--- config.mk ---
export PLATFORM = sky130hd
export DESIGN_NAME = tmr16_top
export DESIGN_NICKNAME = d
export VERILOG_FILES = /design/src/tmr16_pkg.sv /design/src/tmr16_top.sv
export SDC_FILE = /design/constraint.sdc
export NUM_CORES = 1
export LEC_CHECK = 0
export ABC_AREA = 1
export ABC_CLOCK_PERIOD_IN_PS = 4350
export BUFFER_PORTS_ARGS = -buffer_cell sky130_fd_sc_hd__buf_4
export CAP_MARGIN = 5
export CORE_ASPECT_RATIO = 0.9
export CORE_MARGIN = 8
export CORE_UTILIZATION = 45
export DETAILED_ROUTE_END_ITERATION = 8
export PLACE_DENSITY = 0.61
export SYNTH_ARGS = -nofsm -noshare
export SYNTH_HDL_FRONTEND = slang
export SYNTH_SLANG_ARGS = --single-unit
--- constraint.sdc ---
create_clock -name pclk -period 4.35 [get_ports pclk]
set_input_delay 0.2175 -clock pclk [delete_from_list [all_inputs] [get_ports pclk]]
set_output_delay 0.2175 -clock pclk [all_outputs]
set_load 0.01 [all_outputs]
--- src/tmr16_pkg.sv ---
// tmr16_pkg: register map, field layout, reset values and carrier types
// for the 16-bit capture/match/pwm timer; used by tmr16_top only.
package tmr16_pkg;

  localparam logic [7:0] OFF_IRQ_STATUS = 8'h00;
  localparam logic [7:0] OFF_RUN_CTRL = 8'h04;
  localparam logic [7:0] OFF_TIMER_COUNT = 8'h08;
  localparam logic [7:0] OFF_TICK_DIV = 8'h0c;
  localparam logic [7:0] OFF_TICK_CNT = 8'h10;
  localparam logic [7:0] OFF_MATCH_ACT = 8'h14;
  localparam logic [7:0] OFF_MATCH0 = 8'h18;
  localparam logic [7:0] OFF_CAPT_CTRL = 8'h28;
  localparam logic [7:0] OFF_CAPT0 = 8'h2c;
  localparam logic [7:0] OFF_EXT_MATCH = 8'h3c;
  localparam logic [7:0] OFF_IRQ_MASK = 8'h40;
  localparam logic [7:0] OFF_SRC_CTRL = 8'h70;
  localparam logic [7:0] OFF_PWM_CTRL = 8'h74;

  localparam int NUM_CH = 4;
  localparam int IRQ_CAPT_POS = 4;
  localparam int RUN_EN_POS = 0;
  localparam int RUN_RST_POS = 1;
  localparam int ACT_IRQ_POS = 0;
  localparam int ACT_RST_POS = 1;
  localparam int ACT_STOP_POS = 2;
  localparam int CAP_RISE_POS = 0;
  localparam int CAP_FALL_POS = 1;
  localparam int CAP_IRQ_POS = 2;
  localparam int EXT_CTRL_POS = 4;
  localparam int SRC_INPUT_POS = 2;

  localparam logic [15:0] COUNT_RST = 16'h0000;
  localparam logic [31:0] REG_RST = 32'h0000_0000;

  typedef enum logic [1:0] {
    TMR16_EXT_NONE = 2'h0,
    TMR16_EXT_LOW = 2'h1,
    TMR16_EXT_HIGH = 2'h2,
    TMR16_EXT_TOGGLE = 2'h3
  } tmr16_ext_e;

  typedef enum logic [1:0] {
    TMR16_SRC_TIMER = 2'h0,
    TMR16_SRC_RISE = 2'h1,
    TMR16_SRC_FALL = 2'h2,
    TMR16_SRC_BOTH = 2'h3
  } tmr16_src_e;

  typedef struct packed {
    logic [7:0] addr;
    logic write;
    logic [31:0] wdata;
  } tmr16_req_s;

endpackage : tmr16_pkg

--- src/tmr16_top.sv ---
// tmr16_top: 16-bit timer/counter with prescaler, four match and four
// capture channels, external match and single edge pwm outputs, apb slave.
// assumes capture inputs are asynchronous pins; apb master on pclk.
//
// Added by the designer: the register offsets and register access over APB.
`timescale 1ns/1ps

module tmr16_top (
  input wire logic pclk,
  input wire logic presetn,
  input wire logic psel,
  input wire logic penable,
  input wire logic pwrite,
  input wire logic [7:0] paddr,
  input wire logic [31:0] pwdata,
  output logic [31:0] prdata,
  output logic pready,
  output logic pslverr,
  input wire logic [3:0] capture_input,
  output logic [3:0] match_output,
  output logic irq
);

  // identical instances differ only in where the bus decodes them
  // unconnected capture pins should be tied low at the pad level

  tmr16_pkg::tmr16_req_s req;
  logic [7:0] irq_status_reg;
  logic [7:0] irq_mask_reg;
  logic [1:0] run_ctrl_reg;
  logic [15:0] timer_count_reg;
  logic [15:0] tick_divider_value_reg;
  logic [15:0] tick_cnt_reg;
  logic [11:0] match_action_control_reg;
  logic [15:0] match_reg [4];
  logic [11:0] capt_ctrl_reg;
  logic [15:0] capt_reg [4];
  logic [11:0] external_match_control_reg;
  logic [3:0] count_source_control_reg;
  logic [3:0] pulse_width_control_reg;
  logic [3:0] cap_s1_reg;
  logic [3:0] cap_s2_reg;
  logic [3:0] cap_d_reg;
  logic [3:0] match_hit_reg;

  assign req = '{addr: paddr, write: pwrite, wdata: pwdata};

  wire wr_en = psel & penable & req.write;
  wire rd_en = psel & penable & ~req.write;
  assign pready = 1'b1;

  function automatic logic hit(input logic [7:0] a, input logic [7:0] off);
    return a == off;
  endfunction : hit

  wire [3:0] cap_rise = cap_s2_reg & ~cap_d_reg;
  wire [3:0] cap_fall = ~cap_s2_reg & cap_d_reg;

  wire counting = run_ctrl_reg[tmr16_pkg::RUN_EN_POS] &
                  ~run_ctrl_reg[tmr16_pkg::RUN_RST_POS];
  wire [1:0] src_sel = count_source_control_reg[3:2];
  tmr16_pkg::tmr16_src_e src_mode;
  assign src_mode = tmr16_pkg::tmr16_src_e'(count_source_control_reg[1:0]);
  wire src_rise = cap_rise[src_sel];
  wire src_fall = cap_fall[src_sel];
  wire src_edge = (src_mode == tmr16_pkg::TMR16_SRC_RISE) ? src_rise :
                  (src_mode == tmr16_pkg::TMR16_SRC_FALL) ? src_fall :
                  (src_rise | src_fall);
  // prescaler runs on pclk in timer mode, on source edges in counter mode
  wire tick_in = (src_mode == tmr16_pkg::TMR16_SRC_TIMER) ? 1'b1 :
                 src_edge;
  wire pre_step = counting & tick_in;
  wire tick = pre_step & (tick_cnt_reg == tick_divider_value_reg);

  wire [3:0] match_eq;
  wire [3:0] act_rst;
  wire [3:0] act_stop;
  wire [3:0] act_irq;
  genvar g;
  generate
    for (g = 0; g < 4; g++) begin : g_ch
      assign match_eq[g] = (timer_count_reg == match_reg[g]);
      assign act_irq[g] = match_action_control_reg[3*g];
      assign act_rst[g] = match_action_control_reg[3*g+1];
      assign act_stop[g] = match_action_control_reg[3*g+2];
    end
  endgenerate

  // match acts at the end of the tick in which the count equals the value,
  // so the matched count lasts a full tick before it resets
  wire [3:0] match_fire = match_eq & {4{tick}};
  wire do_reset = |(match_fire & act_rst);
  wire do_stop = |(match_fire & act_stop);
  // a stop match freezes the count at the matched value, not one past it
  wire [15:0] count_next = do_reset ? tmr16_pkg::COUNT_RST :
                           do_stop ? timer_count_reg :
                           timer_count_reg + 16'h0001;

  wire bus_irq_wr = wr_en & hit(req.addr, tmr16_pkg::OFF_IRQ_STATUS);
  wire [3:0] cap_hit;
  generate
    for (g = 0; g < 4; g++) begin : g_cap
      assign cap_hit[g] = (capt_ctrl_reg[3*g] & cap_rise[g]) |
                          (capt_ctrl_reg[3*g+1] & cap_fall[g]);
    end
  endgenerate
  wire [3:0] cap_irq_set = cap_hit & {capt_ctrl_reg[11], capt_ctrl_reg[8],
                                      capt_ctrl_reg[5], capt_ctrl_reg[2]};
  // match flag is set two clocks after the match fires, via match_hit_reg
  wire [7:0] irq_set = {cap_irq_set, match_hit_reg & act_irq};
  wire [7:0] irq_clr = bus_irq_wr ? req.wdata[7:0] : 8'h00;
  wire [7:0] irq_status_next = (irq_status_reg & ~irq_clr) | irq_set;
  assign irq = |(irq_status_reg & irq_mask_reg);

  // external match actions; pwm channels override the action field
  logic [3:0] ext_next;
  wire cycle_start = |(match_fire & act_rst);
  always_comb begin
    ext_next = external_match_control_reg[3:0];
    for (int i = 0; i < 4; i++) begin
      if (pulse_width_control_reg[i]) begin
        if (cycle_start && match_reg[i] != 16'h0000) begin
          ext_next[i] = 1'b0;
        end
        if (match_fire[i]) begin
          ext_next[i] = 1'b1;
        end
      end else if (match_fire[i]) begin
        unique case (tmr16_pkg::tmr16_ext_e'(
                     external_match_control_reg[4+2*i +: 2]))
          tmr16_pkg::TMR16_EXT_NONE: ext_next[i] = ext_next[i];
          tmr16_pkg::TMR16_EXT_LOW: ext_next[i] = 1'b0;
          tmr16_pkg::TMR16_EXT_HIGH: ext_next[i] = 1'b1;
          tmr16_pkg::TMR16_EXT_TOGGLE: ext_next[i] = ~ext_next[i];
        endcase
      end
    end
  end
  assign match_output = external_match_control_reg[3:0];

  wire [31:0] rd_mux =
    hit(req.addr, tmr16_pkg::OFF_IRQ_STATUS) ? {24'h0, irq_status_reg} :
    hit(req.addr, tmr16_pkg::OFF_IRQ_MASK) ? {24'h0, irq_mask_reg} :
    hit(req.addr, tmr16_pkg::OFF_RUN_CTRL) ? {30'h0, run_ctrl_reg} :
    hit(req.addr, tmr16_pkg::OFF_TIMER_COUNT) ? {16'h0, timer_count_reg} :
    hit(req.addr, tmr16_pkg::OFF_TICK_DIV) ? {16'h0, tick_divider_value_reg} :
    hit(req.addr, tmr16_pkg::OFF_TICK_CNT) ? {16'h0, tick_cnt_reg} :
    hit(req.addr, tmr16_pkg::OFF_MATCH_ACT) ?
      {20'h0, match_action_control_reg} :
    hit(req.addr, tmr16_pkg::OFF_MATCH0) ? {16'h0, match_reg[0]} :
    hit(req.addr, 8'h1c) ? {16'h0, match_reg[1]} :
    hit(req.addr, 8'h20) ? {16'h0, match_reg[2]} :
    hit(req.addr, 8'h24) ? {16'h0, match_reg[3]} :
    hit(req.addr, tmr16_pkg::OFF_CAPT_CTRL) ? {20'h0, capt_ctrl_reg} :
    hit(req.addr, tmr16_pkg::OFF_CAPT0) ? {16'h0, capt_reg[0]} :
    hit(req.addr, 8'h30) ? {16'h0, capt_reg[1]} :
    hit(req.addr, 8'h34) ? {16'h0, capt_reg[2]} :
    hit(req.addr, 8'h38) ? {16'h0, capt_reg[3]} :
    hit(req.addr, tmr16_pkg::OFF_EXT_MATCH) ?
      {20'h0, external_match_control_reg} :
    hit(req.addr, tmr16_pkg::OFF_SRC_CTRL) ? {28'h0, count_source_control_reg} :
    hit(req.addr, tmr16_pkg::OFF_PWM_CTRL) ? {28'h0, pulse_width_control_reg} :
    32'h0;
  wire mapped = (req.addr[1:0] == 2'h0) &&
                ((req.addr <= 8'h40) || hit(req.addr, tmr16_pkg::OFF_SRC_CTRL) ||
                 hit(req.addr, tmr16_pkg::OFF_PWM_CTRL));
  assign pslverr = psel & penable & ~mapped;

  // first stage feeds only the second stage
  always_ff @(posedge pclk or negedge presetn) begin
    if (!presetn) begin
      cap_s1_reg <= 4'h0;
      cap_s2_reg <= 4'h0;
      cap_d_reg <= 4'h0;
    end else begin
      cap_s1_reg <= capture_input;
      cap_s2_reg <= cap_s1_reg;
      cap_d_reg <= cap_s2_reg;
    end
  end

  always_ff @(posedge pclk or negedge presetn) begin
    if (!presetn) begin
      prdata <= tmr16_pkg::REG_RST;
      irq_status_reg <= 8'h00;
      match_hit_reg <= 4'h0;
    end else begin
      prdata <= (psel & ~penable & ~req.write) ? rd_mux : prdata;
      irq_status_reg <= irq_status_next;
      match_hit_reg <= match_fire;
    end
  end

  // count and prescaler; bus writes take priority over counting
  always_ff @(posedge pclk or negedge presetn) begin
    if (!presetn) begin
      timer_count_reg <= tmr16_pkg::COUNT_RST;
      tick_cnt_reg <= tmr16_pkg::COUNT_RST;
      run_ctrl_reg <= 2'h0;
    end else begin
      if (wr_en && hit(req.addr, tmr16_pkg::OFF_RUN_CTRL)) begin
        run_ctrl_reg <= req.wdata[1:0];
      end else if (do_stop) begin
        run_ctrl_reg[tmr16_pkg::RUN_EN_POS] <= 1'b0;
      end
      if (run_ctrl_reg[tmr16_pkg::RUN_RST_POS]) begin
        timer_count_reg <= tmr16_pkg::COUNT_RST;
        tick_cnt_reg <= tmr16_pkg::COUNT_RST;
      end else if (wr_en && hit(req.addr, tmr16_pkg::OFF_TIMER_COUNT)) begin
        timer_count_reg <= req.wdata[15:0];
      end else if (wr_en && hit(req.addr, tmr16_pkg::OFF_TICK_CNT)) begin
        tick_cnt_reg <= req.wdata[15:0];
      end else if (tick) begin
        timer_count_reg <= count_next;
        tick_cnt_reg <= tmr16_pkg::COUNT_RST;
      end else if (pre_step) begin
        tick_cnt_reg <= tick_cnt_reg + 16'h0001;
      end
    end
  end

  always_ff @(posedge pclk or negedge presetn) begin
    if (!presetn) begin
      irq_mask_reg <= 8'h00;
      tick_divider_value_reg <= 16'h0000;
      match_action_control_reg <= 12'h000;
      capt_ctrl_reg <= 12'h000;
      external_match_control_reg <= 12'h000;
      count_source_control_reg <= 4'h0;
      pulse_width_control_reg <= 4'h0;
      for (int i = 0; i < 4; i++) begin
        match_reg[i] <= 16'h0000;
        capt_reg[i] <= 16'h0000;
      end
    end else begin
      if (wr_en && hit(req.addr, tmr16_pkg::OFF_IRQ_MASK))
        irq_mask_reg <= req.wdata[7:0];
      if (wr_en && hit(req.addr, tmr16_pkg::OFF_TICK_DIV))
        tick_divider_value_reg <= req.wdata[15:0];
      if (wr_en && hit(req.addr, tmr16_pkg::OFF_MATCH_ACT))
        match_action_control_reg <= req.wdata[11:0];
      if (wr_en && hit(req.addr, tmr16_pkg::OFF_CAPT_CTRL))
        capt_ctrl_reg <= req.wdata[11:0];
      if (wr_en && hit(req.addr, tmr16_pkg::OFF_EXT_MATCH))
        // software write of the output bits wins over a match that clock
        external_match_control_reg <= req.wdata[11:0];
      else
        external_match_control_reg[3:0] <= ext_next;
      if (wr_en && hit(req.addr, tmr16_pkg::OFF_SRC_CTRL))
        count_source_control_reg <= req.wdata[3:0];
      if (wr_en && hit(req.addr, tmr16_pkg::OFF_PWM_CTRL))
        pulse_width_control_reg <= req.wdata[3:0];
      for (int i = 0; i < 4; i++) begin
        if (wr_en && req.addr == tmr16_pkg::OFF_MATCH0 + 8'(4 * i))
          match_reg[i] <= req.wdata[15:0];
        if (cap_hit[i])
          capt_reg[i] <= timer_count_reg;
      end
    end
  end
endmodule : tmr16_top

==> flow_summary_export.csv <==
group,metric,value,unit
setup_path,slowest_delay,560,ps
sta,rsz0062_at_grt,"no",
pwr,vdd.ir_drop.worst,0.2935,mV
yosys,asyncSetResetFlopFracSynth,1.000,
yosys,synth_most_common_cell,"sky130_fd_sc_hd__nand2_1",
pwr,power.density_cell_area,410.6,nW/µm²
setup_path,type_of_destination_of_the_critical_path,"flip-flop",
global_routing,track_usage,0.2512,
floorplan,die-area,38990,µm²
yosys,synthTopCellsByArea,"sky130_fd_sc_hd__dfrtp_1, sky130_fd_sc_hd__nand2_1, sky130_fd_sc_hd__o21ai_0, sky130_fd_sc_hd__inv_1, sky130_fd_sc_hd__a21oi_1",
drt,post_drt_wl_per_cell,20.40,µm
sta,finalHoldViolations,0,
floorplan,floorplan.core_area,32710,µm²
yosys,synth_area_per_cell,7.574,µm²
drt,via_count,13702,
sta,final.setup_skew,15.39,ps
cts,ctsResizeCount,0,
cts,tritoncts_buffers,31,
finish,layout-area-overhead-vs-synth,12.11,%
yosys,post_synth_inst_count,1956,
yosys,ys_warn_count,0,
cts,clk_latency,570,ps
place,gp_congestion,0.9183,
place,post_detailed_placement_half_perimeter_wirelength,35890,µm
sta,finalCriticalPeriod,2998,ps
drt,drt-total-wl,49510,µm
job,maxCapViolations,0,
sta,fin_ws,1352,ps
floorplan,placementRows,63,
setup_path,crit_chain,"inv_1, nor2_1, nor4_1, nand4_1, nor2_1, nand2_1, inv_2, nand2_1, nand4_2, nand2_4, nand2_4, nand2_8, nand2_1, o21ai_2",
floorplan,fp.dieW,207.3,µm
cts,clockRootBuffer,"sky130_fd_sc_hd__clkbuf_16",
setup_path,critical_path_arrival,3450,ps
sta,setup_viol_count_final,0,
setup_path,critPathLaunchType,"flip-flop",
drt,postRouteAntennaNets,0,
sta,setup_tns,0,ps
setup_path,cpLargestDelayFamily,"simple AND/OR/NAND/NOR gates",
global_routing,grt_first_pass_wirelength,77160,µm
sta,fin_crit_sh,0.6892,
cts,htreeDepth,1,
pwr,total_leakage_power,0.007607,µW
pwr,fin_total_pwr,6819,µW
drt,initialDrtViolationCount,1262,
run_status,run_status,"completed",
setup_path,worst-path-buf-inv,2,
cts,cts.sink_count,270,
sta,max_slew.worst_pin.slew,1047,ps
finish,finish.net_count,2034,
yosys,synth.largest_area_cell,"sky130_fd_sc_hd__dfrtp_1",
yosys,most_frequent_cells_after_synthesis,"sky130_fd_sc_hd__nand2_1, sky130_fd_sc_hd__dfrtp_1, sky130_fd_sc_hd__o21ai_0",
drt,post-route-drc-count,0,
yosys,synth-main-ff-cell,"sky130_fd_sc_hd__dfrtp_1",
setup_path,worstSetupPathType,"reg2reg",
setup_path,timing.critical_path.required,4810,ps
yosys,ys_seq_elements,270,
finish,diodes,0,
global_routing,vias_in_the_first_global_route,12883,
setup_path,crit_fanout,24,
yosys,synth_largest_type_area_fraction,0.4561,
global_routing,grt_antenna_before_repair,0,
finish,layout-drive-gt1-share,0.1037,
setup_path,cp_slowest_cell,"sky130_fd_sc_hd__dfrtp_1",
floorplan,boundaryPins,88,
setup_path,worst_path_most_repeated_cell,"sky130_fd_sc_hd__nand2_1",
sta,number_of_slew_limit_violations_in_the_final_report,0,
global_routing,grt_max_degree,131,
yosys,synth-seq-area-share,0.4561,
cts,tritoncts,"yes",
drt,route.detailed.vias_per_inst,5.646,
global_routing,grt-ovfl-total,0,
floorplan,fp.dieH,188.1,µm
sta,achievable-frequency,0.3336,GHz
yosys,synth_cell_types,62,
cts,cts_max_path_buffers,3,
yosys,synth-edff-count,0,
cts,clkSlewWorstSetupHoldPaths,60,ps
yosys,synth.cell_area,14810,µm²
floorplan,initial_core_util,0.4529,
worst_hold_path,worstHoldPathType,"in2reg",
sta,slew_headroom,0.3002,
place,dp_worst_setup_slack,1439,ps
drt,drt-pass1-iter-count,5,
place,port-buffer-count,54,
==> final timing paths <==
kind	start	endpoint	slack, ps	depth (start not counted)
worst max-delay path	timer_count_reg[12]	timer_count_reg[0]	1350	14
worst max register to register	timer_count_reg[12]	timer_count_reg[0]	1350	14
worst min-delay path	pwdata[3]	tick_cnt_reg[3]	60	3
max in group asynchronous	presetn	match_reg[12]	2960	3
worst min register to register	cap_s1_reg[3]	cap_s2_reg[3]	350	0
min in group asynchronous	presetn	cap_s1_reg[0]	380	2
==> worst register-to-register path, cell delays in order, from the launching register on <==
cell and delay (ps):
sky130_fd_sc_hd__dfrtp_1 560, sky130_fd_sc_hd__inv_1 300, sky130_fd_sc_hd__nor2_1 70, sky130_fd_sc_hd__nor4_1 380, sky130_fd_sc_hd__nand4_1 260, sky130_fd_sc_hd__nor2_1 270, sky130_fd_sc_hd__nand2_1 180, sky130_fd_sc_hd__inv_2 90
sky130_fd_sc_hd__nand2_1 60, sky130_fd_sc_hd__nand4_2 120, sky130_fd_sc_hd__nand2_4 60, sky130_fd_sc_hd__nand2_4 150, sky130_fd_sc_hd__nand2_8 200, sky130_fd_sc_hd__nand2_1 140, sky130_fd_sc_hd__o21ai_2 50
==> power breakdown <==
part	internal, µW	leakage (µW)	switching (µW)
logic	438	0.00351	712
registers	2720	0.00358	311
clock network	1580	0.000513	1060
total	4740	0.00761	2080
==> kinds of logic (layout without fill, tap and decap cells) <==
family,count (synthesis),after routing,synth area share
compound gates,419,419,0.1546
mux,1,1,0.0007601
simple gates,899,899,0.2645
buf+inv,313,347,0.09181
xor+xnor,50,50,0.03007
fa+ha+maj,2,2,0.001689
flops,270,270,0.4561
other cells,2,17,0.0005069
==> placed cells by master, fill, tap and decap left out, types with 16 or more instances in the layout <==
cell and instances:
sky130_fd_sc_hd__a21oi_1 112, sky130_fd_sc_hd__buf_4 75, sky130_fd_sc_hd__clkbuf_16 31, sky130_fd_sc_hd__conb_1 17, sky130_fd_sc_hd__dfrtp_1 270, sky130_fd_sc_hd__dlygate4sd3_1 16, sky130_fd_sc_hd__inv_1 172, sky130_fd_sc_hd__inv_2 22
sky130_fd_sc_hd__nand2_1 534, sky130_fd_sc_hd__nand3_1 94, sky130_fd_sc_hd__nand4_1 45, sky130_fd_sc_hd__nor2_1 129, sky130_fd_sc_hd__nor3_1 18, sky130_fd_sc_hd__nor4_1 19, sky130_fd_sc_hd__o21ai_0 228, sky130_fd_sc_hd__o22ai_1 17
sky130_fd_sc_hd__xnor2_1 23, sky130_fd_sc_hd__xor2_1 26
==> layout make-up <==
cell class                      count  area [µm²]
Timing Repair Buffer               94       778.2
Inverter                          198       749.5
Sequential cell                   270        6756
Clock buffer                       47       935.9
Clock inverter                      8       90.09
Tap cell                          422       528.0
Fill cell                        3196       16100
Multi-Input combinational cell   1388        6770
==> repair_timing <==
action	in CTS	in global routing
hold endpoints to repair	145	0
setup buffers	0	0
hold buffers	16	0
endpoints found under the setup margin	0	0
==> layer usage <==
layer	share of wire	GRT usage	vias to the layer above
li1	-	-	6417
met1	0.44	0.3485	6614
met2	0.45	0.3953	559
met3	0.081	0.04706	112
met4	0.030	0.07500	0
met5	0	0	-
==> per-stage QoR <==
stage	utilization	instances	cell area [µm²]	hold WS (ps)
finish	0.5077	2427	16610	59.67
detailed placement	0.4714	2356	15420	327.8
CTS	0.5077	2427	16610	33.39
global route	0.5077	2427	16610	40.15
floorplan	-	1971	14870	-78.09
global placement	0.4714	2356	15420	329.8
No activity file was read; power rests on OpenSTA's default activity.
